$ cat src/inc/t8cwu_consts.svh
// Register offsets, flag positions and reset values of the timer compare unit.
`ifndef T8CWU_CONSTS_SVH
`define T8CWU_CONSTS_SVH
`define T8CWU_ADDR_CTRL 3'h0
`define T8CWU_ADDR_COUNT 3'h1
`define T8CWU_ADDR_COMPARE 3'h2
`define T8CWU_ADDR_FLAGS 3'h3
`define T8CWU_FLAG_WRAP 0
`define T8CWU_FLAG_MATCH 1
`define T8CWU_FORCE_BIT 7
`define T8CWU_COUNT_MAX 8'hFF
`define T8CWU_COUNT_BOTTOM 8'h00
`define T8CWU_COUNT_STEP 8'h01
`define T8CWU_RESET_BYTE 8'h00
`endif

$ cat src/inc/t8cwu_pkg.sv
// Types and shared decode functions of the timer compare unit.
package t8cwu_pkg;
  typedef enum logic [1:0] {
    MODE_NORMAL = 2'h0,
    MODE_PHASE = 2'h1,
    MODE_CLRMATCH = 2'h2,
    MODE_FAST = 2'h3
  } t8cwu_mode_t;

  typedef enum logic [1:0] {
    ACT_NONE = 2'h0,
    ACT_TOGGLE = 2'h1,
    ACT_CLEAR = 2'h2,
    ACT_SET = 2'h3
  } t8cwu_action_t;

  // Layout of the timer control register, bit 7 down to bit 0.
  typedef struct packed {
    logic forceMatchStrobe;
    logic waveformModeLow;
    t8cwu_action_t outputActionSelect;
    logic waveformModeHigh;
    logic [2:0] clockSelect;
  } t8cwu_ctrl_t;

  // Events that steer the compare output bit.
  typedef struct packed {
    logic tick;
    logic hit;
    logic bottom;
    logic forced;
  } t8cwu_event_t;

  function automatic t8cwu_mode_t t8cwu_mode(input t8cwu_ctrl_t c);
    return t8cwu_mode_t'({c.waveformModeHigh, c.waveformModeLow});
  endfunction

  function automatic logic t8cwu_is_pwm(input t8cwu_mode_t m);
    return (m == MODE_FAST) || (m == MODE_PHASE);
  endfunction
endpackage

$ cat src/rtl/t8cwu_compare_out.sv
// Compare output bit: match, bottom and forced actions.
`timescale 1ns/100ps
`default_nettype none
module t8cwu_compare_out import t8cwu_pkg::*; (
  input wire logic clk_sys,
  input wire logic rst_n,
  input wire t8cwu_event_t ev,
  input wire t8cwu_ctrl_t ctrl,
  output logic compareOutputBit
);
  logic ocBit_reg;
  logic ocBit_next;
  t8cwu_mode_t mode;

  assign mode = t8cwu_mode(ctrl);
  assign compareOutputBit = ocBit_reg;

  function automatic logic applyAction(input t8cwu_action_t a, input logic cur);
    unique case (a)
      ACT_NONE: return cur;
      ACT_TOGGLE: return !cur;
      ACT_CLEAR: return 1'b0;
      ACT_SET: return 1'b1;
    endcase
  endfunction

  always_comb begin
    ocBit_next = ocBit_reg;
    if (ev.forced && !t8cwu_is_pwm(mode)) begin
      ocBit_next = applyAction(ctrl.outputActionSelect, ocBit_reg);
    end else if (ev.tick && mode != MODE_PHASE) begin
      if (ev.hit) begin
        ocBit_next = applyAction(ctrl.outputActionSelect, ocBit_reg);
      end
      // Bottom wins over a same-tick match, so compare at MAX holds a constant level with the clear and set actions.
      if (mode == MODE_FAST && ev.bottom) begin
        if (ctrl.outputActionSelect == ACT_CLEAR) begin
          ocBit_next = 1'b1;
        end else if (ctrl.outputActionSelect == ACT_SET) begin
          ocBit_next = 1'b0;
        end
      end
    end
  end

  always_ff @(posedge clk_sys or negedge rst_n) begin
    if (!rst_n) begin
      ocBit_reg <= 1'b0;
    end else begin
      ocBit_reg <= ocBit_next;
    end
  end
endmodule
`default_nettype wire

$ cat src/rtl/t8cwu_pin_mux.sv
// Port pin takeover by the compare output bit.
`timescale 1ns/100ps
`default_nettype none
module t8cwu_pin_mux import t8cwu_pkg::*; (
  input wire t8cwu_action_t outputActionSelect,
  input wire logic compareOutputBit,
  input wire logic portValue,
  input wire logic pinDirectionBit,
  output logic pinOut,
  output logic pinOe
);
  // Takeover ignores the waveform mode; direction stays with the port.
  assign pinOut = (outputActionSelect != ACT_NONE) ? compareOutputBit : portValue;
  assign pinOe = pinDirectionBit;
endmodule
`default_nettype wire

$ cat src/rtl/t8cwu_top.sv
// Eight-bit timer counter, flags, compare register and register port.
//
// Decided for this implementation: the address map and the plain strobed port.
`timescale 1ns/100ps
`default_nettype none
`include "t8cwu_consts.svh"
module t8cwu_top import t8cwu_pkg::*; (
  input wire logic clk_sys,
  input wire logic rst_n,
  input wire logic [2:0] addr,
  input wire logic [7:0] wrData,
  input wire logic wrStrobe,
  input wire logic rdStrobe,
  output logic [7:0] rdData,
  input wire logic timerTick,
  input wire logic wrapAck,
  input wire logic matchAck,
  input wire logic portValue,
  input wire logic pinDirectionBit,
  output logic pinOut,
  output logic pinOe,
  output logic [2:0] clockSelect,
  output logic compareOutputBit,
  output logic wrapFlag,
  output logic matchFlag
);
  t8cwu_ctrl_t ctrl_reg;
  logic [7:0] count_reg;
  logic [7:0] compareBuf_reg;
  logic [7:0] compareActive_reg;
  logic wrapFlag_reg;
  logic matchFlag_reg;
  logic block_reg;
  logic forcePend_reg;
  logic [7:0] rdData_reg;

  logic ctrlWr;
  logic countWr;
  logic compareWr;
  logic flagsWr;
  t8cwu_mode_t mode;
  t8cwu_mode_t modeWritten;
  logic isPwm;
  logic atMax;
  logic compareHit;
  logic wrapSet;
  logic matchSet;
  t8cwu_event_t ev;

  assign ctrlWr = wrStrobe && (addr == `T8CWU_ADDR_CTRL);
  assign countWr = wrStrobe && (addr == `T8CWU_ADDR_COUNT);
  assign compareWr = wrStrobe && (addr == `T8CWU_ADDR_COMPARE);
  assign flagsWr = wrStrobe && (addr == `T8CWU_ADDR_FLAGS);

  assign mode = t8cwu_mode(ctrl_reg);
  assign modeWritten = t8cwu_mode(t8cwu_ctrl_t'(wrData));
  assign isPwm = t8cwu_is_pwm(mode);
  assign atMax = (count_reg == `T8CWU_COUNT_MAX);

  // A count write hides the comparator until the next tick has passed.
  assign compareHit = (count_reg == compareActive_reg) && !block_reg;
  assign matchSet = timerTick && compareHit;
  // The tick that leaves MAX is the wrap in every mode except MODE_PHASE.
  assign wrapSet = timerTick && atMax && !countWr && (mode != MODE_PHASE);

  assign ev.tick = timerTick;
  assign ev.hit = compareHit;
  assign ev.bottom = atMax && !countWr;
  assign ev.forced = forcePend_reg;

  assign rdData = rdData_reg;
  assign clockSelect = ctrl_reg.clockSelect;
  assign wrapFlag = wrapFlag_reg;
  assign matchFlag = matchFlag_reg;

  // Control register; the force bit is a strobe and is never stored.
  always_ff @(posedge clk_sys or negedge rst_n) begin
    if (!rst_n) begin
      ctrl_reg <= t8cwu_ctrl_t'(`T8CWU_RESET_BYTE);
    end else if (ctrlWr) begin
      ctrl_reg <= t8cwu_ctrl_t'(wrData);
      ctrl_reg.forceMatchStrobe <= 1'b0;
    end
  end

  // The force acts one cycle late so it sees the action written with it.
  always_ff @(posedge clk_sys or negedge rst_n) begin
    if (!rst_n) begin
      forcePend_reg <= 1'b0;
    end else begin
      forcePend_reg <= ctrlWr && wrData[`T8CWU_FORCE_BIT]
        && !t8cwu_is_pwm(modeWritten);
    end
  end

  // Counter; a software write has priority over any count or clear.
  always_ff @(posedge clk_sys or negedge rst_n) begin
    if (!rst_n) begin
      count_reg <= `T8CWU_RESET_BYTE;
    end else if (countWr) begin
      count_reg <= wrData;
    end else if (timerTick) begin
      if (mode == MODE_CLRMATCH && compareHit) begin
        count_reg <= `T8CWU_COUNT_BOTTOM;
      end else begin
        count_reg <= count_reg + `T8CWU_COUNT_STEP;
      end
    end
  end

  always_ff @(posedge clk_sys or negedge rst_n) begin
    if (!rst_n) begin
      block_reg <= 1'b0;
    end else if (countWr) begin
      block_reg <= 1'b1;
    end else if (timerTick) begin
      block_reg <= 1'b0;
    end
  end

  // Compare value: direct in non-PWM modes, buffered to the wrap in PWM modes.
  always_ff @(posedge clk_sys or negedge rst_n) begin
    if (!rst_n) begin
      compareBuf_reg <= `T8CWU_RESET_BYTE;
    end else if (compareWr) begin
      compareBuf_reg <= wrData;
    end
  end

  always_ff @(posedge clk_sys or negedge rst_n) begin
    if (!rst_n) begin
      compareActive_reg <= `T8CWU_RESET_BYTE;
    end else if (compareWr && !isPwm) begin
      compareActive_reg <= wrData;
    end else if (isPwm && timerTick && atMax && !countWr) begin
      compareActive_reg <= compareBuf_reg;
    end
  end

  // Flags: a set in the same cycle as a clear wins.
  always_ff @(posedge clk_sys or negedge rst_n) begin
    if (!rst_n) begin
      wrapFlag_reg <= 1'b0;
    end else if (wrapSet) begin
      wrapFlag_reg <= 1'b1;
    end else if (wrapAck || (flagsWr && wrData[`T8CWU_FLAG_WRAP])) begin
      wrapFlag_reg <= 1'b0;
    end
  end

  always_ff @(posedge clk_sys or negedge rst_n) begin
    if (!rst_n) begin
      matchFlag_reg <= 1'b0;
    end else if (matchSet) begin
      matchFlag_reg <= 1'b1;
    end else if (matchAck || (flagsWr && wrData[`T8CWU_FLAG_MATCH])) begin
      matchFlag_reg <= 1'b0;
    end
  end

  // Read data stand only in the cycle after the strobe.
  always_ff @(posedge clk_sys or negedge rst_n) begin
    if (!rst_n) begin
      rdData_reg <= `T8CWU_RESET_BYTE;
    end else if (rdStrobe) begin
      unique case (addr)
        `T8CWU_ADDR_CTRL: rdData_reg <= ctrl_reg;
        `T8CWU_ADDR_COUNT: rdData_reg <= count_reg;
        `T8CWU_ADDR_COMPARE: rdData_reg <= compareBuf_reg;
        `T8CWU_ADDR_FLAGS: rdData_reg <= {6'h00, matchFlag_reg, wrapFlag_reg};
        default: rdData_reg <= `T8CWU_RESET_BYTE;
      endcase
    end else begin
      rdData_reg <= `T8CWU_RESET_BYTE;
    end
  end

  t8cwu_compare_out u_compare_out (
    .clk_sys(clk_sys),
    .rst_n(rst_n),
    .ev(ev),
    .ctrl(ctrl_reg),
    .compareOutputBit(compareOutputBit)
  );

  t8cwu_pin_mux u_pin_mux (
    .outputActionSelect(ctrl_reg.outputActionSelect),
    .compareOutputBit(compareOutputBit),
    .portValue(portValue),
    .pinDirectionBit(pinDirectionBit),
    .pinOut(pinOut),
    .pinOe(pinOe)
  );
endmodule
`default_nettype wire

$ cat config.mk
export PLATFORM = sky130hd
export DESIGN_NAME = t8cwu_top
export DESIGN_NICKNAME = d
export VERILOG_FILES = /design/src/inc/t8cwu_pkg.sv /design/src/rtl/t8cwu_compare_out.sv /design/src/rtl/t8cwu_pin_mux.sv /design/src/rtl/t8cwu_top.sv
export VERILOG_INCLUDE_DIRS = /design/src /design/src/inc
export SDC_FILE = /design/constraint.sdc
export NUM_CORES = 1
export LEC_CHECK = 0
export ABC_AREA = 1
export CAP_MARGIN = 20
export CORE_MARGIN = 1
export CORE_UTILIZATION = 65
export CTS_BUF_LIST = sky130_fd_sc_hd__clkbuf_4
export DETAILED_ROUTE_END_ITERATION = 16
export DONT_BUFFER_PORTS = 1
export PLACE_DENSITY = 0.81
export SYNTH_ARGS = -nofsm -noshare
export SYNTH_HDL_FRONTEND = slang
export SYNTH_SLANG_ARGS = --single-unit
export TNS_END_PERCENT = 30
$ cat constraint.sdc
create_clock -name clk_sys -period 1.68 [get_ports clk_sys]
set_input_delay 0.084 -clock clk_sys [delete_from_list [all_inputs] [get_ports clk_sys]]
set_output_delay 0.084 -clock clk_sys [all_outputs]
set_load 0.03 [all_outputs]
==> flow_summary.ini, run 1 <==
[clock_tree]
clk_pin_slew_ns = 0.13
cts_root_buffer = clkbuf_4
htreeDepth = 2
cts_sinks = 44
clk_latency_ns = 0.37
cts_tree = done
cts_buffer_depth = 2
numCtsBuffers = 5

[critical_path]
crit_path_start = count_reg[2]
end_kind = flip-flop
r2r_slack_ns = 0.03
crit_type = flip-flop to flip-flop
cp_max_fo = 4
crit_arrival_ns = 1.91
critPathRequiredTime_ns = 1.94
crit_top_cell = nand2_1
cp-start-kind = flip-flop
cp_cell_sequence = inv_1, nand2_1, a21oi_1, nand3_1, nand2_1, nand3_1, nand2_1, a21oi_1
slowest_stage = dfrtp_1
r2r_start = count_reg[2]
slowest_delay_ns = 0.41

[sta]
worstMarginPinSlew_ns = 0.471
fmax_mhz = 605
setup_ws_ns = 0.0264
period_needed_ns = 1.65
rsz0062_at_grt = true
fin_skew_ns = 0.0105
slew_headroom_pct = 68.3
setup_viol = 0
hold_viol = 0
maxSlewViolCount = 0
finalCritPeriodShare_pct = 98.4

[routing]
drc = 0
avgRoutedWirePerCell_um = 16.8
via_per_inst = 5.85
wl_um = 6200
via_count = 2166
drt_first_pass_iters = 5
detail-route-antenna-nets = 0
drt_iter0_markers = 183

[floorplan]
ioPinCount = 36
start_util_pct = 68.9
dieArea_sq_um = 3870
fp.dieW_um = 62.2
design.core.area_sq_um = 3420
rows = 21
fp.dieH_um = 62.2

[min_path]
min_from = timerTick
hold_path.class = primary input to flip-flop

[job]
maxCapViolCount = 0

[placed_design]
hpwl_um = 4270
globalplace.congestion = 0.918
place_inst = 342
post-place-ws_ns = 0.101
portBuffers = 0

[global_routing]
grt_usage_pct = 35.0
grt_start_max_net_pins = 45
grt_pass1_vias = 2212
antenna_found_initial = 0
overflow = 0
grt_pass1_wl_um = 10300

[synth]
synth.yosys.warnings = 0
syn_inst = 300
syn-num-nets = 321
ys_seq_elements = 44
ys_async_sr_fraction_pct = 100
ys.flop_type = dfrtp_1
synth_enable_flop_cells = 0
synth_cell_types = 32
synth_area_sq_um = 2350
synth.avg_cell_area_sq_um = 7.85
seq_area_frac_synth_pct = 46.8

[pwr]
ir_drop_v = 0.000802
p_leak_nw = 1.35
finalPower_mw = 3.13
cellPowerDensity_nw_per_um2 = 1150

[layout]
area_delta_synth_final_pct = 15.1
multi_input_area_sq_um = 1040
drive_above_1_share_pct = 9.26
layout.nets = 344
antennaDiodeCount = 0
final_cells = 370
seq_area_sq_um = 1100
n_fill_cell = 239

[run_status]
status = complete, no violations
power by group:
| group | internal (mW) | switching [mW] | total [mW] |
|---|---|---|---|
| combinational | 0.373 | 0.618 | 0.991 |
| clock | 0.304 | 0.350 | 0.654 |
| sequential | 1.25 | 0.231 | 1.48 |
critical path: cells and delay by family (launching register included):
family / cells / cell delay, ns
flops: 1 / 0.41
simple gates: 5 / 0.58
compound gates: 2 / 0.37
buf+inv: 1 / 0.20
timing repair:
item | in CTS | in global routing
resized for setup | 0 | 9
endpoints found under the hold margin | 70 | 8
endpoints found under the setup margin | 0 | 13
hold buffers | 18 | 1
buffers inserted | 0 | 1
placed cells by master, fill, tap and decap left out:
cell,n
a31oi_1,3
o21ai_2,2
clkinv_1,2
o21bai_1,8
clkbuf_4,5
nand3_2,1
o21ai_1,1
nand2_1,84
o2bb2ai_1,1
dfrtp_2,1
a21oi_1,8
bufinv_16,1
o211ai_1,1
o31ai_4,1
xor2_1,4
o22ai_1,8
nand3_1,8
o21ai_0,30
nand4_1,3
dlygate4sd3_1,18
nor3_2,1
nor2_1,15
o221ai_1,4
nor3_4,1
buf_4,5
a32o_1,1
buf_12,2
inv_2,2
nand2_2,4
ha_2,1
xnor2_1,1
dfrtp_1,43
nor3_1,3
nand3_4,1
nor2_2,2
a221oi_1,2
inv_1,46
final timing paths:
kind	end	cells past startpoint
max	u_compare_out.compareOutputBit	8
min	block_reg	3
max reg2reg	u_compare_out.compareOutputBit	8
min reg2reg	ctrl_reg[6]	2
max in group asynchronous	count_reg[5]	2
min in group asynchronous	compareActive_reg[2]	2
routing by layer:
metal,part of all wire (%),global-route usage (%)
met1,39,41.1
met2,50,60.2
met3,6.2,8.09
met4,4.3,17.4
met5,0,0
cell usage after synthesis, drive strengths merged, types with 5 or more instances:
| cell | instances | area, sq um |
|---|---|---|
| nand2 | 88 | 335 |
| nand3 | 10 | 55.1 |
| nor2 | 17 | 66.3 |
| buf | 7 | 51.3 |
| o22ai | 8 | 50.1 |
| dfrtp | 44 | 1100 |
| a21oi | 8 | 40.0 |
| o21ai | 33 | 173 |
| nor3 | 5 | 41.3 |
| o21bai | 8 | 60.1 |
| inv | 48 | 180 |
area by class of cell:
cell class              count  area share (%)
repair buffers             25            9.51
clock buffers               5            1.39
flip-flops and latches     44            40.7
clock inverters             3            1.39
well taps                  46            2.12
inverters                  48            6.65
multi-input cells         199            38.3
cell families after synthesis:
family | after synthesis | share of synthesized area, %
AOI/OAI and AO/OA | 70 | 18.8
adders and majority gates | 1 | 0.531
xor gates and xnor gates | 5 | 1.86
DFF | 44 | 46.8
and+or+nand+nor | 123 | 21.9
buffers and inverters | 57 | 10.1
per-stage QoR:
| step | hold WS [ns] | util [%] | TNS [ns] | area, sq um |
|---|---|---|---|---|
| final | 0.0327 | 79.3 | 0 | 2710 |
| after global routing | 0.0413 | 79.3 | -0.466 | 2710 |
| after CTS | 0.00841 | 78.1 | 0 | 2670 |
| after detailed placement | -0.211 | 70.4 | 0 | 2400 |
| after global placement | -0.211 | 70.4 | 0 | 2400 |
| after floorplan | -0.212 | - | 0 | 2350 |
No activity file was read; power rests on OpenSTA's default activity.
==> inputs of run 2 (changes only) <==
Settings changed: PLACE_DENSITY 0.81 to 0.77.
==> run 2 against run 1 <==
Critical path depth is the same. Highest routed layer unchanged. Critical path type unchanged. Cell count fell by 0.27%. Sequential share of layout area up 0.11 points. Sequential power about the same. Largest cell class unchanged.
==> flow_summary.ini, run 2 (synthesis results as in run 1) <==
[pwr]
p_leak_nw = 1.34
ir_drop_v = 0.000719
switching_power_mw = 1.17
power.internal_mw = 1.91
cellPowerDensity_nw_per_um2 = 1140
sequentialPowerShare_pct = 48.5
p_sw_share_pct = 37.9
pwr-share-comb_pct = 30.2
finalPower_mw = 3.08
p_clk_share_pct = 21.3

[critical_path]
cp_max_fo = 16
crit_type = flip-flop to flip-flop
critPathRequiredTime_ns = 1.97
end_kind = flip-flop
cp-start-kind = flip-flop
r2r_slack_ns = 0.12
crit_arrival_ns = 1.84

[sta]
hold_viol = 0
slew_headroom_pct = 63.7
fin_skew_ns = 0.0177
rsz0062_at_grt = true
finalCritPeriodShare_pct = 92.6
period_needed_ns = 1.56
worstMarginPinSlew_ns = 0.540
maxSlewViolCount = 0
setup_viol = 0
hold_slack_ns = 0.0127
fmax_mhz = 643
setup_ws_ns = 0.124

[global_routing]
grt_pass1_wl_um = 10300
grt_pass1_vias = 2174
grt_start_max_net_pins = 45
grt_usage_pct = 35.0
antenna_found_initial = 0
overflow = 0

[floorplan]
dieArea_sq_um = 3870
design.core.area_sq_um = 3420
ioPinCount = 36
rows = 21
start_util_pct = 68.9
fp.dieH_um = 62.2
fp.dieW_um = 62.2

[placed_design]
globalplace.congestion = 0.930
hpwl_um = 4010
post-place-ws_ns = 0.0604
portBuffers = 0

[layout]
drive_above_1_share_pct = 8.36
seq_area_sq_um = 1100
multi_input_area_sq_um = 1030
final_cell_mix = 86 x nand2_1, 47 x inv_1, 43 x dfrtp_1, 29 x o21ai_0, 18 x dlygate4sd3_1
n_fill_cell = 245
antennaDiodeCount = 0
layout_commonest_cell = nand2_1
final_util_pct = 79.1
area_delta_synth_final_pct = 14.8
layout.nets = 343

[clock_tree]
clk_pin_slew_ns = 0.14
cts_root_buffer = clkbuf_4
clk_latency_ns = 0.37
numCtsBuffers = 5
cts_buffer_depth = 2
cts_tree = done
cts_sinks = 44
htreeDepth = 2

[routing]
drt_iter0_markers = 278
via_count = 2173
detail-route-antenna-nets = 0
drt_first_pass_iters = 5
wl_um = 5910
drc = 0
avgRoutedWirePerCell_um = 16.0
via_per_inst = 5.89

[job]
maxCapViolCount = 0

[run_status]
status = complete, no violations

[min_path]
hold_path.class = primary input to flip-flop
==> run 2: cell types whose count changed in the layout (fill, tap and decap cells not counted) <==
cell and change:
clkinv_4 +1, clkinv_1 -1, nand2_1 +2, nand2_2 -2
buf_4 -1, o21ai_1 +1, inv_1 +1, inv_2 -1
o21ai_0 -1
==> run 2: per-layer routing <==
| layer | global-route usage (%) | vias to the layer above | routed length [um] |
|---|---|---|---|
| met2 | 57.6 | 120 | 2880 |
| met4 | 14.8 | 0 | 241 |
| met1 | 46.9 | 1001 | 2400 |
| li1 | - | 1018 | - |
| met5 | 0 | - | 0 |
| met3 | 4.60 | 34 | 395 |
==> run 2: power groups by stage <==
stage	Combinational, mW	Sequential [mW]	Clock (mW)
after global placement	0.816	1.50	0
after floorplan	0.671	1.45	0
after CTS	0.899	1.48	0.663
after detailed placement	0.835	1.50	0
final	0.931	1.49	0.655
after global routing	1.06	1.52	0.702
==> run 2: per-stage QoR <==
step	std cells	setup TNS, ns	instance area [sq um]
2_1_floorplan	300	0	2350
3_3_place_gp	341	0	2400
3_5_place_dp	341	0	2400
4_1_cts	367	0	2670
5_1_grt	369	-0.00481	2700
6_report	369	0	2700
==> run 2: path summary, 6_finish.rpt <==
kind / from / end / cells past startpoint
max in group asynchronous: rst_n / count_reg[3] / 2
hold / removal: wrData[0] / wrapFlag / 2
setup reg to reg: count_reg[0] / compareActive_reg[4] / 8
hold reg to reg: block_reg / block_reg / 2
min in group asynchronous: rst_n / compareBuf_reg[0] / 2
setup / recovery: count_reg[0] / compareActive_reg[4] / 8
==> run 2: what timing repair did <==
action / CTS / global route
gates resized for setup: 0 / 7
hold endpoints to repair: 70 / 8
endpoints found under the setup margin: 0 / 12
hold buffers: 18 / 1
setup buffers: 0 / 1
==> run 2: layout make-up <==
cell class / instances / area share (%)
clock inverters: 3 / 1.57
flip-flops and latches: 44 / 40.8
clock buffers: 5 / 1.39
repair buffers: 24 / 9.26
multi-input cells: 199 / 38.2
inverters: 48 / 6.67
well taps: 46 / 2.13
==> run 2: critical path: stages (launching register included) <==
cell     delay (ns)
dfrtp_1        0.43
ha_2           0.24
nand3_2        0.09
nor2_2         0.12
nand2_2        0.08
o31ai_4        0.21
buf_12         0.17
nor2_1         0.04
a21oi_1        0.11
==> inputs of run 3 (changes only) <==
Settings changed: PLACE_DENSITY 0.77 to 0.81, REMOVE_ABC_BUFFERS set to 1.
==> run 3 against run 2 <==
Core utilization fell by 0.70 points. Highest routed layer unchanged. Count of clock-buffer cells in the layout stayed put. Largest cell class unchanged. Critical path type unchanged. Cell count unchanged. Sequential share of layout area rose by 0.32 points. Non-clock buffer count did not move. Worst hold slack lost 0.0070 ns. Register-to-register slack got worse by 0.05 ns. Cell area decreased by 0.88%.
==> flow_summary.ini, run 3 (synthesis results as in run 1) <==
[run_status]
status = complete, no violations

[critical_path]
critPathRequiredTime_ns = 1.95
timing.rr.end = compareActive_reg[7]
r2r_start = count_reg[0]
crit_type = flip-flop to flip-flop
r2r_slack_ns = 0.07
ff2ff_path_depth = 8
end_kind = flip-flop
cp_max_fo = 8
crit_arrival_ns = 1.88
cp-start-kind = flip-flop

[sta]
maxSlewViolCount = 0
setup_tns_ns = 0
period_needed_ns = 1.61
worstMarginPinSlew_ns = 0.495
setup_ws_ns = 0.0742
fin_skew_ns = 0.0134
slew_headroom_pct = 66.7
setup_viol = 0
finalCritPeriodShare_pct = 95.6
hold_viol = 0
fmax_mhz = 623
rsz0062_at_grt = true
hold_slack_ns = 0.00579

[routing]
avgRoutedWirePerCell_um = 16.1
wl_met1_um = 2380
detail-route-antenna-nets = 0
wl_um = 5960
via_count = 2142
drt_iter0_markers = 254
via_per_inst = 5.80
drt_first_pass_iters = 4
wl_met3_um = 496
routed.top_layer = met4
wl_met2_um = 2970
drc = 0

[floorplan]
ioPinCount = 36
design.core.area_sq_um = 3420
fp.dieH_um = 62.2
fp.dieW_um = 62.2
start_util_pct = 68.9
rows = 21
dieArea_sq_um = 3870

[clock_tree]
post_cts_buffers = 0
numCtsBuffers = 5
cts_sinks = 44
clk_latency_ns = 0.36
cts_tree = done
cts_root_buffer = clkbuf_4
cts_buffer_depth = 2
clk_pin_slew_ns = 0.14
htreeDepth = 2

[global_routing]
antenna_found_initial = 0
grt_pass1_vias = 2167
overflow = 0
grt_pass1_wl_um = 9920
grt_start_max_net_pins = 45
grt_usage_pct = 33.4

[layout]
area_delta_synth_final_pct = 13.8
n_fill_cell = 241
design_area_sq_um = 2680
antennaDiodeCount = 0
layout.nets = 343
final_cell_mix = 86 x nand2_1, 48 x inv_1, 44 x dfrtp_1, 30 x o21ai_0, 18 x dlygate4sd3_1
final_cells = 369
layout_commonest_cell = nand2_1
drive_above_1_share_pct = 7.43
final_util_pct = 78.4

[pwr]
finalPower_mw = 3.06
p_leak_nw = 1.34
ir_drop_v = 0.000687
cellPowerDensity_nw_per_um2 = 1140

[placed_design]
place_inst = 342
dpl_cell_area_sq_um = 2390
post-place-ws_ns = 0.0994
hpwl_um = 4080
portBuffers = 0
globalplace.congestion = 0.943

[job]
maxCapViolCount = 0

[min_path]
min_from = addr[0]
hold_path.class = primary input to flip-flop
holdPathEnd = rdData[7]
holdPathStages = 4
run 3: cell counts in the layout (fill, tap and decap cells not counted):
Identical to the previous run, type by type.
run 3: critical path, stage by stage, from the launching register on:
cell     delay [ns]
dfrtp_1        0.45
ha_2           0.25
nand3_2        0.10
nor2_2         0.12
nand2_2        0.08
o31ai_4        0.20
buf_4          0.19
nand2_1        0.05
o21ai_0        0.08
run 3: timing repair:
item                                    CTS  global route
endpoints found under the hold margin    70             5
resized for setup                         0             2
endpoints found under the setup margin    0            16
hold buffers                             18             1
run 3: worst max-delay path by stage:
stage	startpoint	end	slack, ns	cells after the start
final	count_reg[0]	compareActive_reg[7]	0.07	8
after global routing	count_reg[0]	compareActive_reg[3]	-0.04	8
after global placement	count_reg[2]	count_reg[1]	0.15	6
after CTS	count_reg[0]	compareActive_reg[3]	0.06	8
after floorplan	count_reg[0]	compareActive_reg[2]	0.11	6
after detailed placement	count_reg[0]	compareActive_reg[3]	0.1	8
run 3: cell type report:
class	instances	area [sq um]	area share [%]
flip-flops and latches	44	1100	41.1
clock inverters	3	42.5	1.59
repair buffers	24	238	8.87
well taps	46	57.6	2.15
clock buffers	5	37.5	1.40
inverters	48	180	6.73
multi-input cells	199	1020	38.2
run 3: per-layer routing:
layer	vias up	track usage (%)
li1	1013	-
met1	1004	41.2
met2	111	57.8
met3	14	6.43
met4	0	12.8
met5	-	0
run 3: power by group:
group	internal, mW	leakage [nW]	switching, mW
sequential	1.25	0.565	0.247
combinational	0.329	0.734	0.565
clock	0.311	0.0428	0.357
total	1.89	1.34	1.17
